<file path="src/inc/uefc_pkg.sv">
/*
 * Constants for the enhanced feature control block: register offsets,
 * protected bit masks, status bit positions, reset values and the
 * flow character matcher states.
 * Assumes an 8-bit register port with one byte per address.
 */
package uefc_pkg;

   // ****************************************************************
   // Register offsets
   // ****************************************************************
   localparam logic [7:0] ADDR_ENH_CTRL    = 8'h00;
   localparam logic [7:0] ADDR_INT_ENABLE  = 8'h01;
   localparam logic [7:0] ADDR_INT_STATUS  = 8'h02;
   localparam logic [7:0] ADDR_FIFO_CTRL   = 8'h03;
   localparam logic [7:0] ADDR_MODEM_CTRL  = 8'h04;
   localparam logic [7:0] ADDR_RESUME_1    = 8'h05;
   localparam logic [7:0] ADDR_RESUME_2    = 8'h06;
   localparam logic [7:0] ADDR_STOP_1      = 8'h07;
   localparam logic [7:0] ADDR_STOP_2      = 8'h08;
   localparam logic [7:0] ADDR_FLOW_HIGH   = 8'h09;
   localparam logic [7:0] ADDR_FLOW_LOW    = 8'h0a;
   localparam logic [7:0] ADDR_INT_MASK    = 8'h0b;
   localparam logic [7:0] ADDR_LINE_STATE  = 8'h0c;

   // ****************************************************************
   // Field positions and masks
   // ****************************************************************
   localparam int         ENH_AUTO_RTS     = 6;
   localparam int         ENH_SPECIAL      = 5;
   localparam int         ENH_UNLOCK       = 4;
   localparam int         MODEM_RTS        = 1;
   localparam int         STAT_STOP_SEEN   = 0;
   localparam int         STAT_RESUME_SEEN = 1;
   localparam int         STAT_SPECIAL     = 4;
   localparam int         STAT_RTS_RAISED  = 5;
   localparam logic [7:0] PROT_INT_ENABLE  = 8'hf0;
   localparam logic [7:0] PROT_INT_STATUS  = 8'h30;
   localparam logic [7:0] PROT_FIFO_CTRL   = 8'h30;
   localparam logic [7:0] PROT_MODEM_CTRL  = 8'he0;

   // ****************************************************************
   // Reset values
   // ****************************************************************
   localparam logic [7:0] RST_BYTE         = 8'h00;

   // Flow character matcher: waiting, or first half of a pair seen
   typedef enum logic [1:0] {UEFC_IDLE, UEFC_GOT_RESUME, UEFC_GOT_STOP} uefc_state_t;

endpackage : uefc_pkg

</file>
<file path="src/core/uefc_core.sv">
/*
 * Enhanced feature control for a UART: register file, write protection
 * of the enhanced bits, special character detection, software flow
 * character matching, automatic request-to-send and the interrupt line.
 * Assumes received characters arrive as one-cycle strobes and that the
 * receive FIFO level is supplied synchronous to clk.
 */
// The strobed register port and the address map were decided locally.
`timescale 1ns/1ps
`default_nettype none
module uefc_core
   import uefc_pkg::*;
(
   input  wire logic       clk,
   input  wire logic       rst,
   input  wire logic [7:0] addr,
   input  wire logic [7:0] wdata,
   input  wire logic       wr,
   input  wire logic       rd,
   output var  logic [7:0] rdata,
   input  wire logic       rx_valid,
   input  wire logic [7:0] rx_data,
   input  wire logic [7:0] rx_level,
   output var  logic       rx_fifo_wr,
   output var  logic [7:0] rx_fifo_data,
   output var  logic       rts_level,
   output var  logic       resume_seen,
   output var  logic       stop_seen,
   output var  logic       irq,
   output var  logic [7:0] enhanced_feature_control,
   output var  logic [7:0] interrupt_enable,
   output var  logic [7:0] fifo_control,
   output var  logic [7:0] modem_control
);

   // ****************************************************************
   // Helpers
   // ****************************************************************
   // Keeps frozen bits, takes the rest from the write data
   function automatic logic [7:0] merge_byte(input logic [7:0] old_v,
                                             input logic [7:0] new_v,
                                             input logic [7:0] open_m);
      merge_byte = (old_v & ~open_m) | (new_v & open_m);
   endfunction : merge_byte

   // Trigger setting zero means a level of one
   function automatic logic [7:0] trig_level(input logic [7:0] setting);
      trig_level = (setting == RST_BYTE) ? 8'h01 : setting;
   endfunction : trig_level

   // Plain bitwise compare, bit 0 against the first received bit
   function automatic logic char_eq(input logic [7:0] a, input logic [7:0] b);
      char_eq = (a == b);
   endfunction : char_eq

   // ****************************************************************
   // Register file
   // ****************************************************************
   logic [7:0] interrupt_status;
   logic [7:0] first_resume_character;
   logic [7:0] second_resume_character;
   logic [7:0] first_stop_character;
   logic [7:0] second_stop_character;
   logic [7:0] flow_high;
   logic [7:0] flow_low;
   logic [7:0] interrupt_mask;
   logic [7:0] next_efc, next_ier, next_isr, next_fcr, next_mcr;
   logic [7:0] next_res1, next_res2, next_stop1, next_stop2;
   logic [7:0] next_high, next_low, next_mask, next_rdata;
   logic [7:0] set_events, clr_bits;
   logic [7:0] open_ier, open_isr, open_fcr, open_mcr;
   logic       unlocked, special_hit, rts_rise;
   logic       next_resume, next_stop, next_rts;
   uefc_state_t state, next_state;

   // Protection masks follow the unlock bit of the current register
   always_comb begin
      unlocked = enhanced_feature_control[ENH_UNLOCK];
      open_ier = unlocked ? 8'hff : ~PROT_INT_ENABLE;
      open_isr = unlocked ? 8'hff : ~PROT_INT_STATUS;
      open_fcr = unlocked ? 8'hff : ~PROT_FIFO_CTRL;
      open_mcr = unlocked ? 8'hff : ~PROT_MODEM_CTRL;
   end

   // Special detection runs only while bit 5 is set
   always_comb begin
      special_hit = rx_valid && enhanced_feature_control[ENH_SPECIAL]
                    && char_eq(rx_data, second_stop_character);
   end

   // Hardware events; a set in the clearing cycle survives the clear
   always_comb begin
      set_events                  = 8'h00;
      set_events[STAT_SPECIAL]    = special_hit;
      set_events[STAT_STOP_SEEN]  = next_stop;
      set_events[STAT_RESUME_SEEN] = next_resume;
      set_events[STAT_RTS_RAISED] = rts_rise;
      clr_bits = (wr && addr == ADDR_INT_STATUS) ? (wdata & open_isr) : 8'h00;
      next_isr = (interrupt_status & ~clr_bits) | set_events;
   end

   // Software writes and read decode
   always_comb begin
      next_efc   = enhanced_feature_control;
      next_ier   = interrupt_enable;
      next_fcr   = fifo_control;
      next_mcr   = modem_control;
      next_res1  = first_resume_character;
      next_res2  = second_resume_character;
      next_stop1 = first_stop_character;
      next_stop2 = second_stop_character;
      next_high  = flow_high;
      next_low   = flow_low;
      next_mask  = interrupt_mask;
      next_rdata = 8'h00;
      if (wr) begin
         unique case (addr)
            ADDR_ENH_CTRL:   next_efc   = wdata;
            ADDR_INT_ENABLE: next_ier   = merge_byte(interrupt_enable, wdata, open_ier);
            ADDR_FIFO_CTRL:  next_fcr   = merge_byte(fifo_control, wdata, open_fcr);
            ADDR_MODEM_CTRL: next_mcr   = merge_byte(modem_control, wdata, open_mcr);
            ADDR_RESUME_1:   next_res1  = wdata;
            ADDR_RESUME_2:   next_res2  = wdata;
            ADDR_STOP_1:     next_stop1 = wdata;
            ADDR_STOP_2:     next_stop2 = wdata;
            ADDR_FLOW_HIGH:  next_high  = wdata;
            ADDR_FLOW_LOW:   next_low   = wdata;
            ADDR_INT_MASK:   next_mask  = wdata;
            default:         next_mask  = interrupt_mask;
         endcase
      end
      if (rd) begin
         unique case (addr)
            ADDR_ENH_CTRL:   next_rdata = enhanced_feature_control;
            ADDR_INT_ENABLE: next_rdata = interrupt_enable;
            ADDR_INT_STATUS: next_rdata = interrupt_status;
            ADDR_FIFO_CTRL:  next_rdata = fifo_control;
            ADDR_MODEM_CTRL: next_rdata = modem_control;
            ADDR_RESUME_1:   next_rdata = first_resume_character;
            ADDR_RESUME_2:   next_rdata = second_resume_character;
            ADDR_STOP_1:     next_rdata = first_stop_character;
            ADDR_STOP_2:     next_rdata = second_stop_character;
            ADDR_FLOW_HIGH:  next_rdata = flow_high;
            ADDR_FLOW_LOW:   next_rdata = flow_low;
            ADDR_INT_MASK:   next_rdata = interrupt_mask;
            ADDR_LINE_STATE: next_rdata = {7'h00, rts_level};
            default:         next_rdata = 8'h00; // Unmapped reads give zero
         endcase
      end
   end

   // All registers clear on reset, leaving every enhanced feature off
   always_ff @(posedge clk or posedge rst) begin
      if (rst) begin
         enhanced_feature_control <= RST_BYTE;
         interrupt_enable         <= RST_BYTE;
         interrupt_status         <= RST_BYTE;
         fifo_control             <= RST_BYTE;
         modem_control            <= RST_BYTE;
         first_resume_character   <= RST_BYTE;
         second_resume_character  <= RST_BYTE;
         first_stop_character     <= RST_BYTE;
         second_stop_character    <= RST_BYTE;
         flow_high                <= RST_BYTE;
         flow_low                 <= RST_BYTE;
         interrupt_mask           <= RST_BYTE;
         rdata                    <= RST_BYTE;
         irq                      <= 1'b0;
      end else begin
         enhanced_feature_control <= next_efc;
         interrupt_enable         <= next_ier;
         interrupt_status         <= next_isr;
         fifo_control             <= next_fcr;
         modem_control            <= next_mcr;
         first_resume_character   <= next_res1;
         second_resume_character  <= next_res2;
         first_stop_character     <= next_stop1;
         second_stop_character    <= next_stop2;
         flow_high                <= next_high;
         flow_low                 <= next_low;
         interrupt_mask           <= next_mask;
         rdata                    <= next_rdata;
         irq                      <= |(next_isr & next_mask);
      end
   end

   // ****************************************************************
   // Flow character matcher
   // ****************************************************************
   // Receive select 11 with transmit select 11 needs both characters of a
   // pair back to back; the senders keep these codes out of payload.
   logic [1:0] tx_sel, rx_sel;
   logic       dbl, either, on1, on2, off1, off2;

   always_comb begin
      tx_sel      = enhanced_feature_control[3:2];
      rx_sel      = enhanced_feature_control[1:0];
      dbl         = (rx_sel == 2'b11) && (tx_sel == 2'b11);
      either      = (rx_sel == 2'b11) && (tx_sel != 2'b11);
      on1         = char_eq(rx_data, first_resume_character);
      on2         = char_eq(rx_data, second_resume_character);
      off1        = char_eq(rx_data, first_stop_character);
      off2        = char_eq(rx_data, second_stop_character);
      next_state  = state;
      next_resume = 1'b0;
      next_stop   = 1'b0;
      if (rx_valid) begin
         if (dbl) begin
            unique case (state)
               UEFC_GOT_RESUME: next_resume = on2;
               UEFC_GOT_STOP:   next_stop   = off2;
               UEFC_IDLE:       next_resume = 1'b0;
            endcase
            if (next_resume || next_stop) begin
               next_state = UEFC_IDLE;
            end else if (on1) begin
               next_state = UEFC_GOT_RESUME;
            end else if (off1) begin
               next_state = UEFC_GOT_STOP;
            end else begin
               next_state = UEFC_IDLE;
            end
         end else begin
            next_state  = UEFC_IDLE;
            next_resume = (rx_sel == 2'b10 && on1) || (rx_sel == 2'b01 && on2)
                          || (either && (on1 || on2));
            next_stop   = (rx_sel == 2'b10 && off1) || (rx_sel == 2'b01 && off2)
                          || (either && (off1 || off2));
         end
      end
   end

   // ****************************************************************
   // Request-to-send and receive pass-through
   // ****************************************************************
   // Hysteresis between the two levels avoids chatter near one threshold
   always_comb begin
      if (enhanced_feature_control[ENH_AUTO_RTS]) begin
         if (rx_level >= trig_level(flow_high)) begin
            next_rts = 1'b1;
         end else if (rx_level < trig_level(flow_low)) begin
            next_rts = 1'b0;
         end else begin
            next_rts = rts_level;
         end
      end else begin
         next_rts = modem_control[MODEM_RTS];
      end
      rts_rise = enhanced_feature_control[ENH_AUTO_RTS] && next_rts && !rts_level;
   end

   // Matched characters still go into the FIFO, one cycle behind
   always_ff @(posedge clk or posedge rst) begin
      if (rst) begin
         state        <= UEFC_IDLE;
         rts_level    <= 1'b0;
         resume_seen  <= 1'b0;
         stop_seen    <= 1'b0;
         rx_fifo_wr   <= 1'b0;
         rx_fifo_data <= RST_BYTE;
      end else begin
         state        <= next_state;
         rts_level    <= next_rts;
         resume_seen  <= next_resume;
         stop_seen    <= next_stop;
         rx_fifo_wr   <= rx_valid;
         rx_fifo_data <= rx_data;
      end
   end
endmodule : uefc_core
`default_nettype wire

</file>
<file path="config.mk">
export PLATFORM = sky130hd
export DESIGN_NAME = uefc_core
export DESIGN_NICKNAME = d
export VERILOG_FILES = /design/src/inc/uefc_pkg.sv /design/src/core/uefc_core.sv
export SDC_FILE = /design/constraint.sdc
export NUM_CORES = 1
export LEC_CHECK = 0
export BUFFER_PORTS_ARGS = -buffer_cell sky130_fd_sc_hd__buf_2
export CAP_MARGIN = 20
export CORE_ASPECT_RATIO = 1.1
export CORE_MARGIN = 4
export CORE_UTILIZATION = 50
export DETAILED_ROUTE_END_ITERATION = 12
export HOLD_SLACK_MARGIN = 0.15
export PLACE_DENSITY = 0.71
export SLEW_MARGIN = 20
export SYNTH_ARGS = -nofsm -noshare
export SYNTH_HDL_FRONTEND = slang
export SYNTH_SLANG_ARGS = --single-unit
</file>
<file path="constraint.sdc">
create_clock -name clk -period 11.8 [get_ports clk]
set_input_delay 2.36 -clock clk [delete_from_list [all_inputs] [get_ports clk]]
set_output_delay 2.36 -clock clk [all_outputs]
set_load 0.005 [all_outputs]
</file>
---- Word level (Yosys, flattened, before mapping) ----
Index checks and enable logic that the tools add are counted.
operators by class
  add/subtract/negate cells ............... 0
  $mul .................................... 0
  div/mod/pow operators ................... 0
  magnitude comparators ................... 2
  eq/ne operators ......................... 23
  shifts and indexed selects .............. 0
  mux-type cells .......................... 27
  bitwise gates (word level) .............. 16
  reduce and logical (&&, ||, !) cells .... 35
operators with widths
  kind                number
  $pmux 8 s13         1
  $and 8x8->8         8
  $mux 8              8
  $eq 8x4->1 const B  5
  $eq 8x3->1 const B  4
  $eq 8x8->1          4
  $not 8->8           4
  $logic_not 8->1     3
  $or 8x8->8          3
  $reduce_and 2->1    10
  $eq 8x2->1 const B  2
  $logic_and 1x1->1   13
  $mux 1              13
  $eq 2x2->1 const B  4
  $eq 8x1->1 const B  1
  $ge 8x8->1          1
  $lt 8x8->1          1
  $mux 2              4
  $or 8x6->8          1
  $reduce_or 8->1     1
  $logic_or 1x1->1    7
  $mux 6              1
  $eq 2x1->1 const B  2
  $ne 2x2->1 const B  1
  $logic_not 1->1     1
storage, ports and cells
  register bits after elaboration ......... 119
  bits in latches ......................... 0
  bits in writable memories ............... 0
  bits in read-only memories .............. 0
  input port bits ......................... 37
  logic and storage cells ................. 123
  memories kept ........................... 0

---- Depth between registers and ports, before layout ----
Gate-level depths: netlist of the first run.
  depth in word-level cells ............... 11
  gate-level depth with buffers ........... 9
  gate-level depth less buffers ........... 9

---- Worst setup path before layout of the first run ----
No wires, ideal clock.
  kind .................................... input to register
  start ................................... input port addr[0]
  end ..................................... register irq
  setup time .............................. 0.132 ns
  arrival ................................. 3.812 ns
  data required time ...................... 11.668 ns
  setup slack ............................. 7.857 ns
  stages on the path ...................... 8
  path buffers ............................ 3
  path through ............................ buf_2 -> and3b_1 -> clkbuf_1 -> and3_1 -> buf_2 -> mux2_2 -> o21ai_0 -> nand4_1
between the ends
  elaborated cells between the ends (all ways) .. 11
  classes of those cells .................. eq/ne (2); mux (3); bitwise (4); reduce/logical (2)
RTL lines
  item                  line              source
  from (decl)           uefc_core.sv:16   input wire logic [7:0] addr,
  $eq 8x4->1            uefc_core.sv:117  unique case (addr)
  $mux 8                uefc_core.sv:117
  $mux 8                uefc_core.sv:116  if (wr) begin
  via next_mask[1]      uefc_core.sv:69   logic [7:0] next_high, next_low, next_mask, next_rdata;
  $and 8x8->8           uefc_core.sv:183  irq <= |(next_isr & next_mask);
  $reduce_or 8->1       uefc_core.sv:183
  to (signal assigned)  uefc_core.sv:183
  to (decl)             uefc_core.sv:29   output var logic irq,
The timed path passes the listed nets, and every way through them passes these cells.
A chain may end at the register's enable or synchronous reset.

---- Worst setup path in the final report of the first run ----
  start ................................... input port addr[3]
  end ..................................... register second_stop_character[0]
between the ends
  longest elaborated chain between the ends .. 2
ends and longest elaborated chain
  item                        line              source
  $eq 8x4->1                  uefc_core.sv:117
  $reduce_and 2->1 (no line)  -
  to (signal assigned)        uefc_core.sv:178  second_stop_character <= next_stop2;
  to (decl)                   uefc_core.sv:63   logic [7:0] second_stop_character;
No other way between the ends.

==> flow_summary_export.csv, run 1 <==
group,metric,value,unit
grt,grt_pass1_vias,5228,
clock_tree,cts_hold_buf,0,
clock_tree,cts_setup_buffers,0,
grt,grt_pass1_wl,30300,um
worst_setup_path,crit_path_start_kind,"input pin",
worst_setup_path,crit_path_end_kind,"register",
logic_synthesis,synthFlopType,"dfrtp_1",
worst_hold_path,hold_end,"fifo_control[7]",
timing,max_slew_margin,40.7,%
final_layout,finalNonFillerCells,816,
logic_synthesis,syn_nets,624,
worst_setup_path,r2r_setup_slack,9.58,ns
clock_tree,numCtsBuffers,17,
timing,period_needed,4.45,ns
logic_synthesis,synth_cell_types,59,
final_layout,nets,701,
place,preCtsSetupSlack,6.92,ns
timing,min_period_over_period,37.7,%
detailed_routing,viasPerCell,6.27,
grt,gr-total-overflow,0,
worst_setup_path,reg2reg_to,"irq",
logic_synthesis,ys_top_cells_by_area,"dfrtp_1 47%, mux2_2 15%, xor2_1 4.5%, mux2i_1 3.0%, ha_1 3.0%",
place,gp_congestion,0.962,
worst_setup_path,cp_num_buf_inv,3,
worst_setup_path,cp_top_family,"buffers and inverters",
grt,antenna_found_initial,0,
detailed_routing,drc,0,
power_and_ir_drop,peakVddDrop,0.123,mV
flow_run,cap_violations,0,
detailed_routing,firstDrtPassIters,5,
grt,gr-usage-all-layers,28.0,%
logic_synthesis,yosysTopAreaCellShare,47.3,%
logic_synthesis,syn_area,6290,sq um
logic_synthesis,ys.warnings.count,0,
clock_tree,cts_resized,0,
detailed_routing,drtAntennaViolNets,0,
clock_tree,clkTransAtPathRegs,0.05,ns
clock_tree,cts_tree,"built",
final_layout,num_antenna_cells,0,
clock_tree,clk_path_buf_depth,2,
timing,finalSetupViolCount,0,
worst_setup_path,crit_required,12.10,ns
logic_synthesis,synth_most_common_cell,"dfrtp_1",
power_and_ir_drop,power,1.05,mW
logic_synthesis,async_reset_ff_share,100,%
worst_setup_path,cp_slowest_cell,"buf_2",
timing,fin_ws,7.35,ns
timing,setup_tns,0,ns
worst_setup_path,crit_fanout,34,
worst_setup_path,critical_path_class,"in -> reg",
worst_setup_path,crit_path_max_incr_delay,0.53,ns
detailed_routing,drt_iter0_drc,547,
clock_tree,clk_latency,0.42,ns
die,core_area,12200,sq um
worst_setup_path,worst_r2r_path_depth,9,
die,die_y,126,um
final_layout,drive_gt1_share,33.5,%
worst_hold_path,holdCritStartpoint,"fifo_control[7]",
clock_tree,htree_levels,4,
clock_tree,clock_tree.root_cell,"clkbuf_16",
outcome,status,"completed",
logic_synthesis,synthTopCellsByCount,"119 x dfrtp_1, 83 x mux2_2, 50 x nand2_1",
final_layout,layout-area-overhead-vs-synth,17.4,%
timing,slew_violations,0,
detailed_routing,dr_total_vias,5115,
detailed_routing,wl_per_cell,23.9,um
logic_synthesis,syn_inst,572,
timing,fin_skew,0.00573,ns
worst_hold_path,hold_class,"reg -> reg",
timing,hold_violations,0,
logic_synthesis,syn-mean-instance-area,11.0,sq um
logic_synthesis,synth_edf_count,0,
worst_setup_path,reg2reg_from,"flow_high[3]",
die,die_w,115,um
die,start_util,51.6,%
logic_synthesis,ys_ff_latch,119,
timing,worstMarginPinSlew,0.885,ns
grt,grt_max_degree,70,
power_and_ir_drop,p_leak,3.70,nW
place,hpwl,13800,um
worst_setup_path,crit_chain,"buf_2 -> inv_1 -> nor2_1 -> buf_4 -> and3_1 -> mux2_2",
timing,max_freq,225,MHz
place,dpl.cell_count,784,
detailed_routing,wirelength,19500,um
die,dieArea,14400,sq um
die,num_io_pins,90,
power_and_ir_drop,power_density,143,nW/um^2
logic_synthesis,yosysSeqAreaShare,47.3,%
place,portBuffers,89,
worst_setup_path,arrival,4.75,ns
die,rows,42,
logic_synthesis,synth_top_area_cell,"dfrtp_1",
timing,rsz0062_at_grt,"no",
worst_hold_path,holdPathStages,2,
clock_tree,cts.sinks,119,
## layout make-up
| cell class | instances | area, sq um |
|---|---|---|
| clock buffer | 20 | 457 |
| tap | 154 | 193 |
| multi-input combinational | 395 | 3070 |
| timing repair buffer | 91 | 460 |
| inverter | 25 | 96.3 |
| clock inverter | 12 | 126 |
| fill | 1042 | 4810 |
| sequential | 119 | 2980 |
## state kept, by name, summed over array words and instances, names as in the netlist, 4 cells and up, named ones only
register	flops
modem_control	5
rx_fifo_data	8
second_resume_character	8
interrupt_mask	8
first_resume_character	8
interrupt_enable	4
flow_low	8
rdata	8
enhanced_feature_control	8
interrupt_status	8
first_stop_character	8
flow_high	8
second_stop_character	8
fifo_control	6
## layer usage
metal  track usage [%]  vias to the layer above  share of wire [%]
met5                 0                        -                  0
met4              10.3                        0                3.0
met3              8.30                       47                8.1
met2              41.8                      287                 47
met1              38.9                     2545                 42
li1                  -                     2236                  -
## report_power, final
| part | switching [mW] | total [mW] | internal (mW) |
|---|---|---|---|
| logic | 0.0594 | 0.0972 | 0.0377 |
| clock network | 0.191 | 0.512 | 0.321 |
| registers | 0.0195 | 0.445 | 0.425 |
| total | 0.270 | 1.05 | 0.783 |
## tightest hold or removal path, cell delays in order, from the launching register on
cell and delay, ns:
dfrtp_1 0.38, nand2_1 0.06, nand2_1 0.06
## cell usage in the layout, fill, tap and decap left out, types with 3 or more instances in the layout
| cell | Yosys | final |
|---|---|---|
| nand2_1 | 50 | 50 |
| o21ai_0 | 16 | 16 |
| ha_1 | 15 | 15 |
| a22o_1 | 6 | 6 |
| a32oi_1 | 3 | 3 |
| a22oi_1 | 10 | 10 |
| a21boi_0 | 5 | 5 |
| clkbuf_16 | 0 | 17 |
| o22ai_1 | 9 | 9 |
| nor2_1 | 23 | 23 |
| a31oi_1 | 3 | 3 |
| inv_1 | 24 | 23 |
| nand3_1 | 15 | 15 |
| buf_2 | 7 | 89 |
| clkinv_2 | 0 | 5 |
| nor4_1 | 8 | 8 |
| mux2i_1 | 19 | 19 |
| xor2_1 | 32 | 32 |
| o211ai_1 | 3 | 3 |
| dfrtp_1 | 119 | 119 |
| nand3_2 | 4 | 4 |
| mux2_2 | 83 | 83 |
| nand4_1 | 5 | 5 |
| nor3_1 | 7 | 7 |
| a211oi_1 | 3 | 3 |
| o221ai_1 | 5 | 5 |
| and3_1 | 9 | 9 |
| a21oi_1 | 23 | 23 |
## kinds of logic (layout without fill, tap and decap cells)
group | after synthesis | in the layout | share of synthesized area, %
AOI/OAI and AO/OA | 102 | 102 | 11.1
adders and majority gates | 15 | 15 | 2.98
buffers and inverters | 58 | 148 | 3.84
and+or+nand+nor | 144 | 144 | 12.5
xor gates and xnor gates | 32 | 32 | 4.46
DFF | 119 | 119 | 47.3
muxes | 102 | 102 | 17.9
## how the worst max path moves through the flow
stage,startpoint,endpoint,slack [ns],depth (start not counted)
4_1_cts,addr[2],register,7.35,5
5_1_grt,addr[3],second_stop_character[6],7.28,6
6_report,addr[3],second_stop_character[0],7.35,6
3_5_place_dp,addr[2],register,6.92,5
3_3_place_gp,addr[2],register,7.01,5
2_1_floorplan,rst,asynchronous set/reset pin,6.28,1
## metrics by stage
stage / instance area, sq um / util, % / hold slack [ns]
3_3_place_gp: 6800 / 55.8 / 0.508
5_1_grt: 7380 / 60.6 / 0.554
6_report: 7380 / 60.6 / 0.534
3_5_place_dp: 6800 / 55.8 / 0.522
2_1_floorplan: 6290 / - / 0.476
4_1_cts: 7380 / 60.6 / 0.536
Note: power is estimated with default switching activity, not from simulation.
==> inputs of run 2 (changes only) <==
Clock period 11.8 ns to 4.6 ns, I/O delays scaled along.
==> run 2 against run 1 <==
Effect of this change: clock power grew to 2.6 times the previous value; utilization is 0.20 points higher; global-route usage is 0.45 points lower; count of clock-buffer cells in the layout is 1 higher; power grew to 2.6 times the previous value; clock skew is 0.0019 ns higher; critical path type unchanged; critical endpoint is now enhanced_feature_control[0].
==> flow_summary_export.csv, run 2 (same netlist as run 1, synthesis figures left out) <==
group,metric,value,unit
outcome,status,"completed",
timing,setup_tns,0,ns
detailed_routing,wirelength,19400,um
power_and_ir_drop,power,2.71,mW
clock_tree,clock_tree.root_cell,"clkbuf_16",
grt,grt_pass1_wl,30000,um
detailed_routing,viasPerCell,6.27,
clock_tree,numCtsBuffers,17,
worst_setup_path,arrival,3.20,ns
power_and_ir_drop,power.switching,0.681,mW
final_layout,drive_gt1_share,33.6,%
worst_setup_path,crit_path_start_kind,"input pin",
final_layout,layout-area-overhead-vs-synth,17.8,%
worst_setup_path,crit_fanout,13,
timing,finalSetupViolCount,0,
detailed_routing,dr_total_vias,5125,
power_and_ir_drop,seqPwrFrac,42.1,%
power_and_ir_drop,peakVddDrop,0.351,mV
final_layout,finalNonFillerCells,818,
clock_tree,cts_resized,0,
power_and_ir_drop,power_frac_comb,9.3,%
worst_setup_path,worstSetupStartpoint,"addr[5]",
final_layout,fill_cells,1007,
clock_tree,clk_path_buf_depth,2,
timing,max_freq,344,MHz
timing,rsz0062_at_grt,"no",
clock_tree,htree_levels,4,
timing,min_period_over_period,63.2,%
clock_tree,cts_hold_buf,0,
worst_setup_path,critical_path_class,"in -> reg",
final_layout,final_common_cell,"dfrtp_1",
worst_hold_path,holdPathStages,2,
grt,gr-usage-all-layers,27.6,%
worst_setup_path,reg2reg_to,"irq",
die,die_y,126,um
die,core_area,12200,sq um
grt,grt_max_degree,75,
detailed_routing,drc,0,
detailed_routing,firstDrtPassIters,7,
clock_tree,clk_latency,0.42,ns
worst_setup_path,crit_required,4.90,ns
die,rows,42,
place,portBuffers,89,
final_layout,num_antenna_cells,0,
worst_hold_path,hold_end,"fifo_control[2]",
detailed_routing,drtAntennaViolNets,0,
grt,grt_pass1_vias,5092,
flow_run,cap_violations,0,
place,gp_congestion,0.914,
power_and_ir_drop,p_sw_share,25.2,%
power_and_ir_drop,p_leak,3.69,nW
die,num_io_pins,90,
place,hpwl,13600,um
worst_setup_path,worst_r2r_path_depth,9,
worst_hold_path,hold_class,"reg -> reg",
detailed_routing,wl_per_cell,23.7,um
worst_setup_path,crit_path_end_kind,"register",
timing,worstMarginPinSlew,0.929,ns
die,dieArea,14400,sq um
clock_tree,cts_tree,"built",
die,die_w,115,um
power_and_ir_drop,p_int,2.03,mW
power_and_ir_drop,power_density,365,nW/um^2
power_and_ir_drop,clkPwrFrac,48.6,%
worst_hold_path,holdCritStartpoint,"fifo_control[2]",
worst_setup_path,r2r_setup_slack,2.31,ns
clock_tree,cts_setup_buffers,0,
timing,hold_violations,0,
final_layout,post-route-util,60.8,%
grt,gr-total-overflow,0,
grt,antenna_found_initial,0,
final_layout,final_cell_mix,"119 x dfrtp_1, 89 x buf_2, 83 x mux2_2",
detailed_routing,drt_iter0_drc,609,
timing,max_slew_margin,38.1,%
final_layout,nets,703,
place,dpl.cell_count,786,
timing,period_needed,2.91,ns
worst_setup_path,reg2reg_from,"flow_high[3]",
die,start_util,51.6,%
clock_tree,cts.sinks,119,
clock_tree,clkTransAtPathRegs,0.05,ns
timing,slew_violations,0,
timing,fin_skew,0.00759,ns
-- run 2: power groups by stage --
stage          Combinational, mW  Clock [mW]  Sequential, mW
5_1_grt                    0.276        1.38            1.14
4_1_cts                    0.250        1.32            1.14
3_3_place_gp               0.239           0            1.16
3_5_place_dp               0.248           0            1.16
6_report                   0.251        1.31            1.14
2_1_floorplan              0.153           0            1.14
-- run 2: how the worst max path moves through the flow --
stage	to	slack, ns	depth (start not counted)
finish	enhanced_feature_control[0]	1.69	5
global route	rdata[4]	1.46	8
CTS	enhanced_feature_control[0]	1.74	5
detailed placement	enhanced_feature_control[0]	1.31	5
global placement	enhanced_feature_control[3]	1.34	5
floorplan	asynchronous set/reset pin	0.52	1
-- run 2: layer usage --
metal  track usage, %  wire [um]  share of wire [%]  up-vias
li1                 -          -                  -     2237
met1             39.0       8190                 42     2574
met2             40.7       9020                 47      269
met3             7.68       1640                8.5       45
met4             9.94        543                2.8        0
met5                0          0                  0        -
-- run 2: worst max-delay path, stage by stage --
cell	delay [ns]
buf_2	0.12
or4_4	0.60
nor3_2	0.65
and3_1	0.52
mux2_2	0.39
-- run 2: through the flow --
stage / worst slack [ns] / hold WS [ns] / instance area [sq um]
finish: 1.69 / 0.531 / 7410
global route: 1.46 / 0.565 / 7410
CTS: 1.74 / 0.532 / 7410
detailed placement: 1.31 / 0.520 / 6810
global placement: 1.34 / 0.509 / 6810
floorplan: 0.523 / 0.476 / 6290
-- run 2: area by class of cell --
| class | instances | area (sq um) | area share (%) |
|---|---|---|---|
| Tap cell | 154 | 193 | 2.60 |
| Inverter | 25 | 96.3 | 1.30 |
| Timing Repair Buffer | 93 | 475 | 6.42 |
| Clock inverter | 11 | 124 | 1.67 |
| Clock buffer | 21 | 470 | 6.35 |
| Sequential cell | 119 | 2980 | 40.2 |
| Multi-Input combinational cell | 395 | 3070 | 41.5 |
==> inputs of run 3 (changes only) <==
Settings changed: PLACE_DENSITY 0.71 to 0.74.
Clock period 4.6 ns to 2.6 ns, I/O delays scaled along.
==> run 3 against run 2 <==
Effect of this change: sequential share of layout area decreased by 0.88 points; clock skew about the same; hold slack got worse by 0.36 ns; sequential power increased by 77%; routed wire length increased by 4.4%; power increased by 81%; sequential cell count unchanged; combinational power increased by 87%; cell count increased by 1.8%; critical path type is now reg -> reg.
==> flow_summary_export.csv, run 3 (same netlist as run 1, synthesis figures left out) <==
group,metric,value,unit
outcome,status,"completed",
die,rows,42,
detailed_routing,dr_wl_met2,9400,um
worst_setup_path,crit_fanout,4,
timing,rsz0062_at_grt,"no",
timing,worstMarginPinSlew,0.595,ns
detailed_routing,wl_met3,1600,um
final_layout,post-route-util,62.1,%
worst_setup_path,cp_slowest_cell,"dfrtp_1",
final_layout,final_cell_mix,"119 x dfrtp_1, 89 x buf_2, 83 x mux2_2",
timing,max_slew_margin,60.2,%
timing,hold_slack,0.167,ns
grt,antenna_found_initial,0,
detailed_routing,dr_total_vias,5183,
grt,grt_max_degree,54,
worst_setup_path,r2r_setup_slack,0.33,ns
detailed_routing,m1WireLength,8580,um
worst_setup_path,crit_path_max_incr_delay,0.41,ns
power_and_ir_drop,power.switching,1.18,mW
die,start_util,51.6,%
timing,hold_violations,0,
power_and_ir_drop,p_sw_share,24.1,%
clock_tree,cts_resized,0,
clock_tree,cts_tree,"built",
worst_hold_path,hold_class,"in -> async",
place,portBuffers,89,
final_layout,nets,720,
die,dieArea,14400,sq um
clock_tree,clk_path_buf_depth,2,
final_layout,final_common_cell,"dfrtp_1",
grt,gr-total-overflow,0,
clock_tree,clkTransAtPathRegs,0.05,ns
worst_setup_path,cp_num_buf_inv,0,
worst_setup_path,crit_required,2.89,ns
timing,setup_tns,0,ns
power_and_ir_drop,clkPwrFrac,49.2,%
power_and_ir_drop,peakVddDrop,0.497,mV
worst_setup_path,crit_path_end_kind,"register",
worst_setup_path,worst_r2r_path_depth,9,
detailed_routing,topRoutingLayerUsed,"met4",
timing,fin_skew,0.00722,ns
clock_tree,clk_latency,0.42,ns
worst_setup_path,crit_chain,"nor4_1 -> a41o_1 -> ha_1 -> nor2b_1 -> o21ai_0 -> a21oi_1 -> o2bb2ai_1 -> a22oi_1 -> nand4_1",
timing,slew_violations,0,
power_and_ir_drop,power_density,646,nW/um^2
grt,gr-usage-all-layers,28.9,%
power_and_ir_drop,p_int,3.71,mW
place,gp_congestion,0.941,
worst_setup_path,arrival,2.56,ns
power_and_ir_drop,power_frac_comb,9.6,%
die,die_y,126,um
worst_setup_path,reg2reg_to,"irq",
die,num_io_pins,90,
timing,period_needed,2.27,ns
grt,grt_pass1_vias,5290,
power_and_ir_drop,seqPwrFrac,41.2,%
worst_setup_path,crit_path_start_kind,"register",
timing,max_freq,441,MHz
detailed_routing,drc,0,
worst_setup_path,cp_top_family,"compound AO/OA/AOI/OAI gates",
detailed_routing,drtAntennaViolNets,0,
final_layout,drive_gt1_share,34.9,%
power_and_ir_drop,p_leak,3.81,nW
grt,grt_pass1_wl,31100,um
final_layout,layout-area-overhead-vs-synth,20.4,%
timing,min_period_over_period,87.3,%
timing,finalSetupViolCount,0,
final_layout,num_antenna_cells,0,
worst_setup_path,reg2reg_from,"flow_high[3]",
detailed_routing,wl_per_cell,24.3,um
die,die_w,115,um
clock_tree,clock_tree.root_cell,"clkbuf_16",
clock_tree,cts_setup_buffers,0,
clock_tree,htree_levels,4,
worst_setup_path,critical_path_class,"reg -> reg",
detailed_routing,wirelength,20300,um
detailed_routing,drt_iter0_drc,428,
place,hpwl,14600,um
die,core_area,12200,sq um
detailed_routing,viasPerCell,6.22,
clock_tree,numCtsBuffers,17,
clock_tree,cts.sinks,119,
clock_tree,cts_hold_buf,0,
flow_run,cap_violations,0,
detailed_routing,firstDrtPassIters,5,
## run 3: how the worst max path moves through the flow
stage                  from        to  slack [ns]  depth (start not counted)
6_report       flow_high[3]       irq        0.33                          9
5_1_grt        flow_high[3]       irq        0.13                          9
4_1_cts        flow_high[3]       irq        0.36                          9
3_5_place_dp        addr[5]  rdata[6]        0.12                          6
3_3_place_gp        addr[5]  rdata[6]         0.1                          6
2_1_floorplan       addr[0]       irq        0.50                          8
## run 3: through the flow
step	power [mW]	setup slack (ns)	area (sq um)	cells
6_report	4.89	0.330	7570	833
4_1_cts	4.91	0.364	7570	833
3_5_place_dp	2.50	0.122	6970	803
2_1_floorplan	2.28	0.497	6290	572
3_3_place_gp	2.49	0.0974	6970	803
5_1_grt	5.05	0.128	7570	833
## run 3: worst reg2reg max path: cells and delay by family, from the launching register on
kind	cells	cell delay, ns
adder cells (fa/ha/maj)	1	0.22
AND/OR/NAND/NOR	3	0.52
flip-flops	1	0.41
AO/OA/AOI/OAI	5	0.98
## run 3: layout make-up
cell class              instances  area (sq um)
repair buffers                110           628
well taps                     154           193
flip-flops and latches        119          2980
multi-input cells             395          3070
clock inverters                 7           118
clock buffers                  23           488
inverters                      25          97.6
fillers                       984          4620
## run 3: metal layers
layer	global-route usage, %	vias up
li1	-	2270
met1	39.7	2619
met3	7.20	50
met4	11.6	0
met5	0	-
met2	43.9	244
## run 3: power groups by stage
stage	sequential (mW)	clock, mW	combinational [mW]
6_report	2.02	2.41	0.469
5_1_grt	2.02	2.51	0.511
4_1_cts	2.01	2.43	0.465
3_5_place_dp	2.04	0	0.461
3_3_place_gp	2.04	0	0.445
2_1_floorplan	2.01	0	0.271
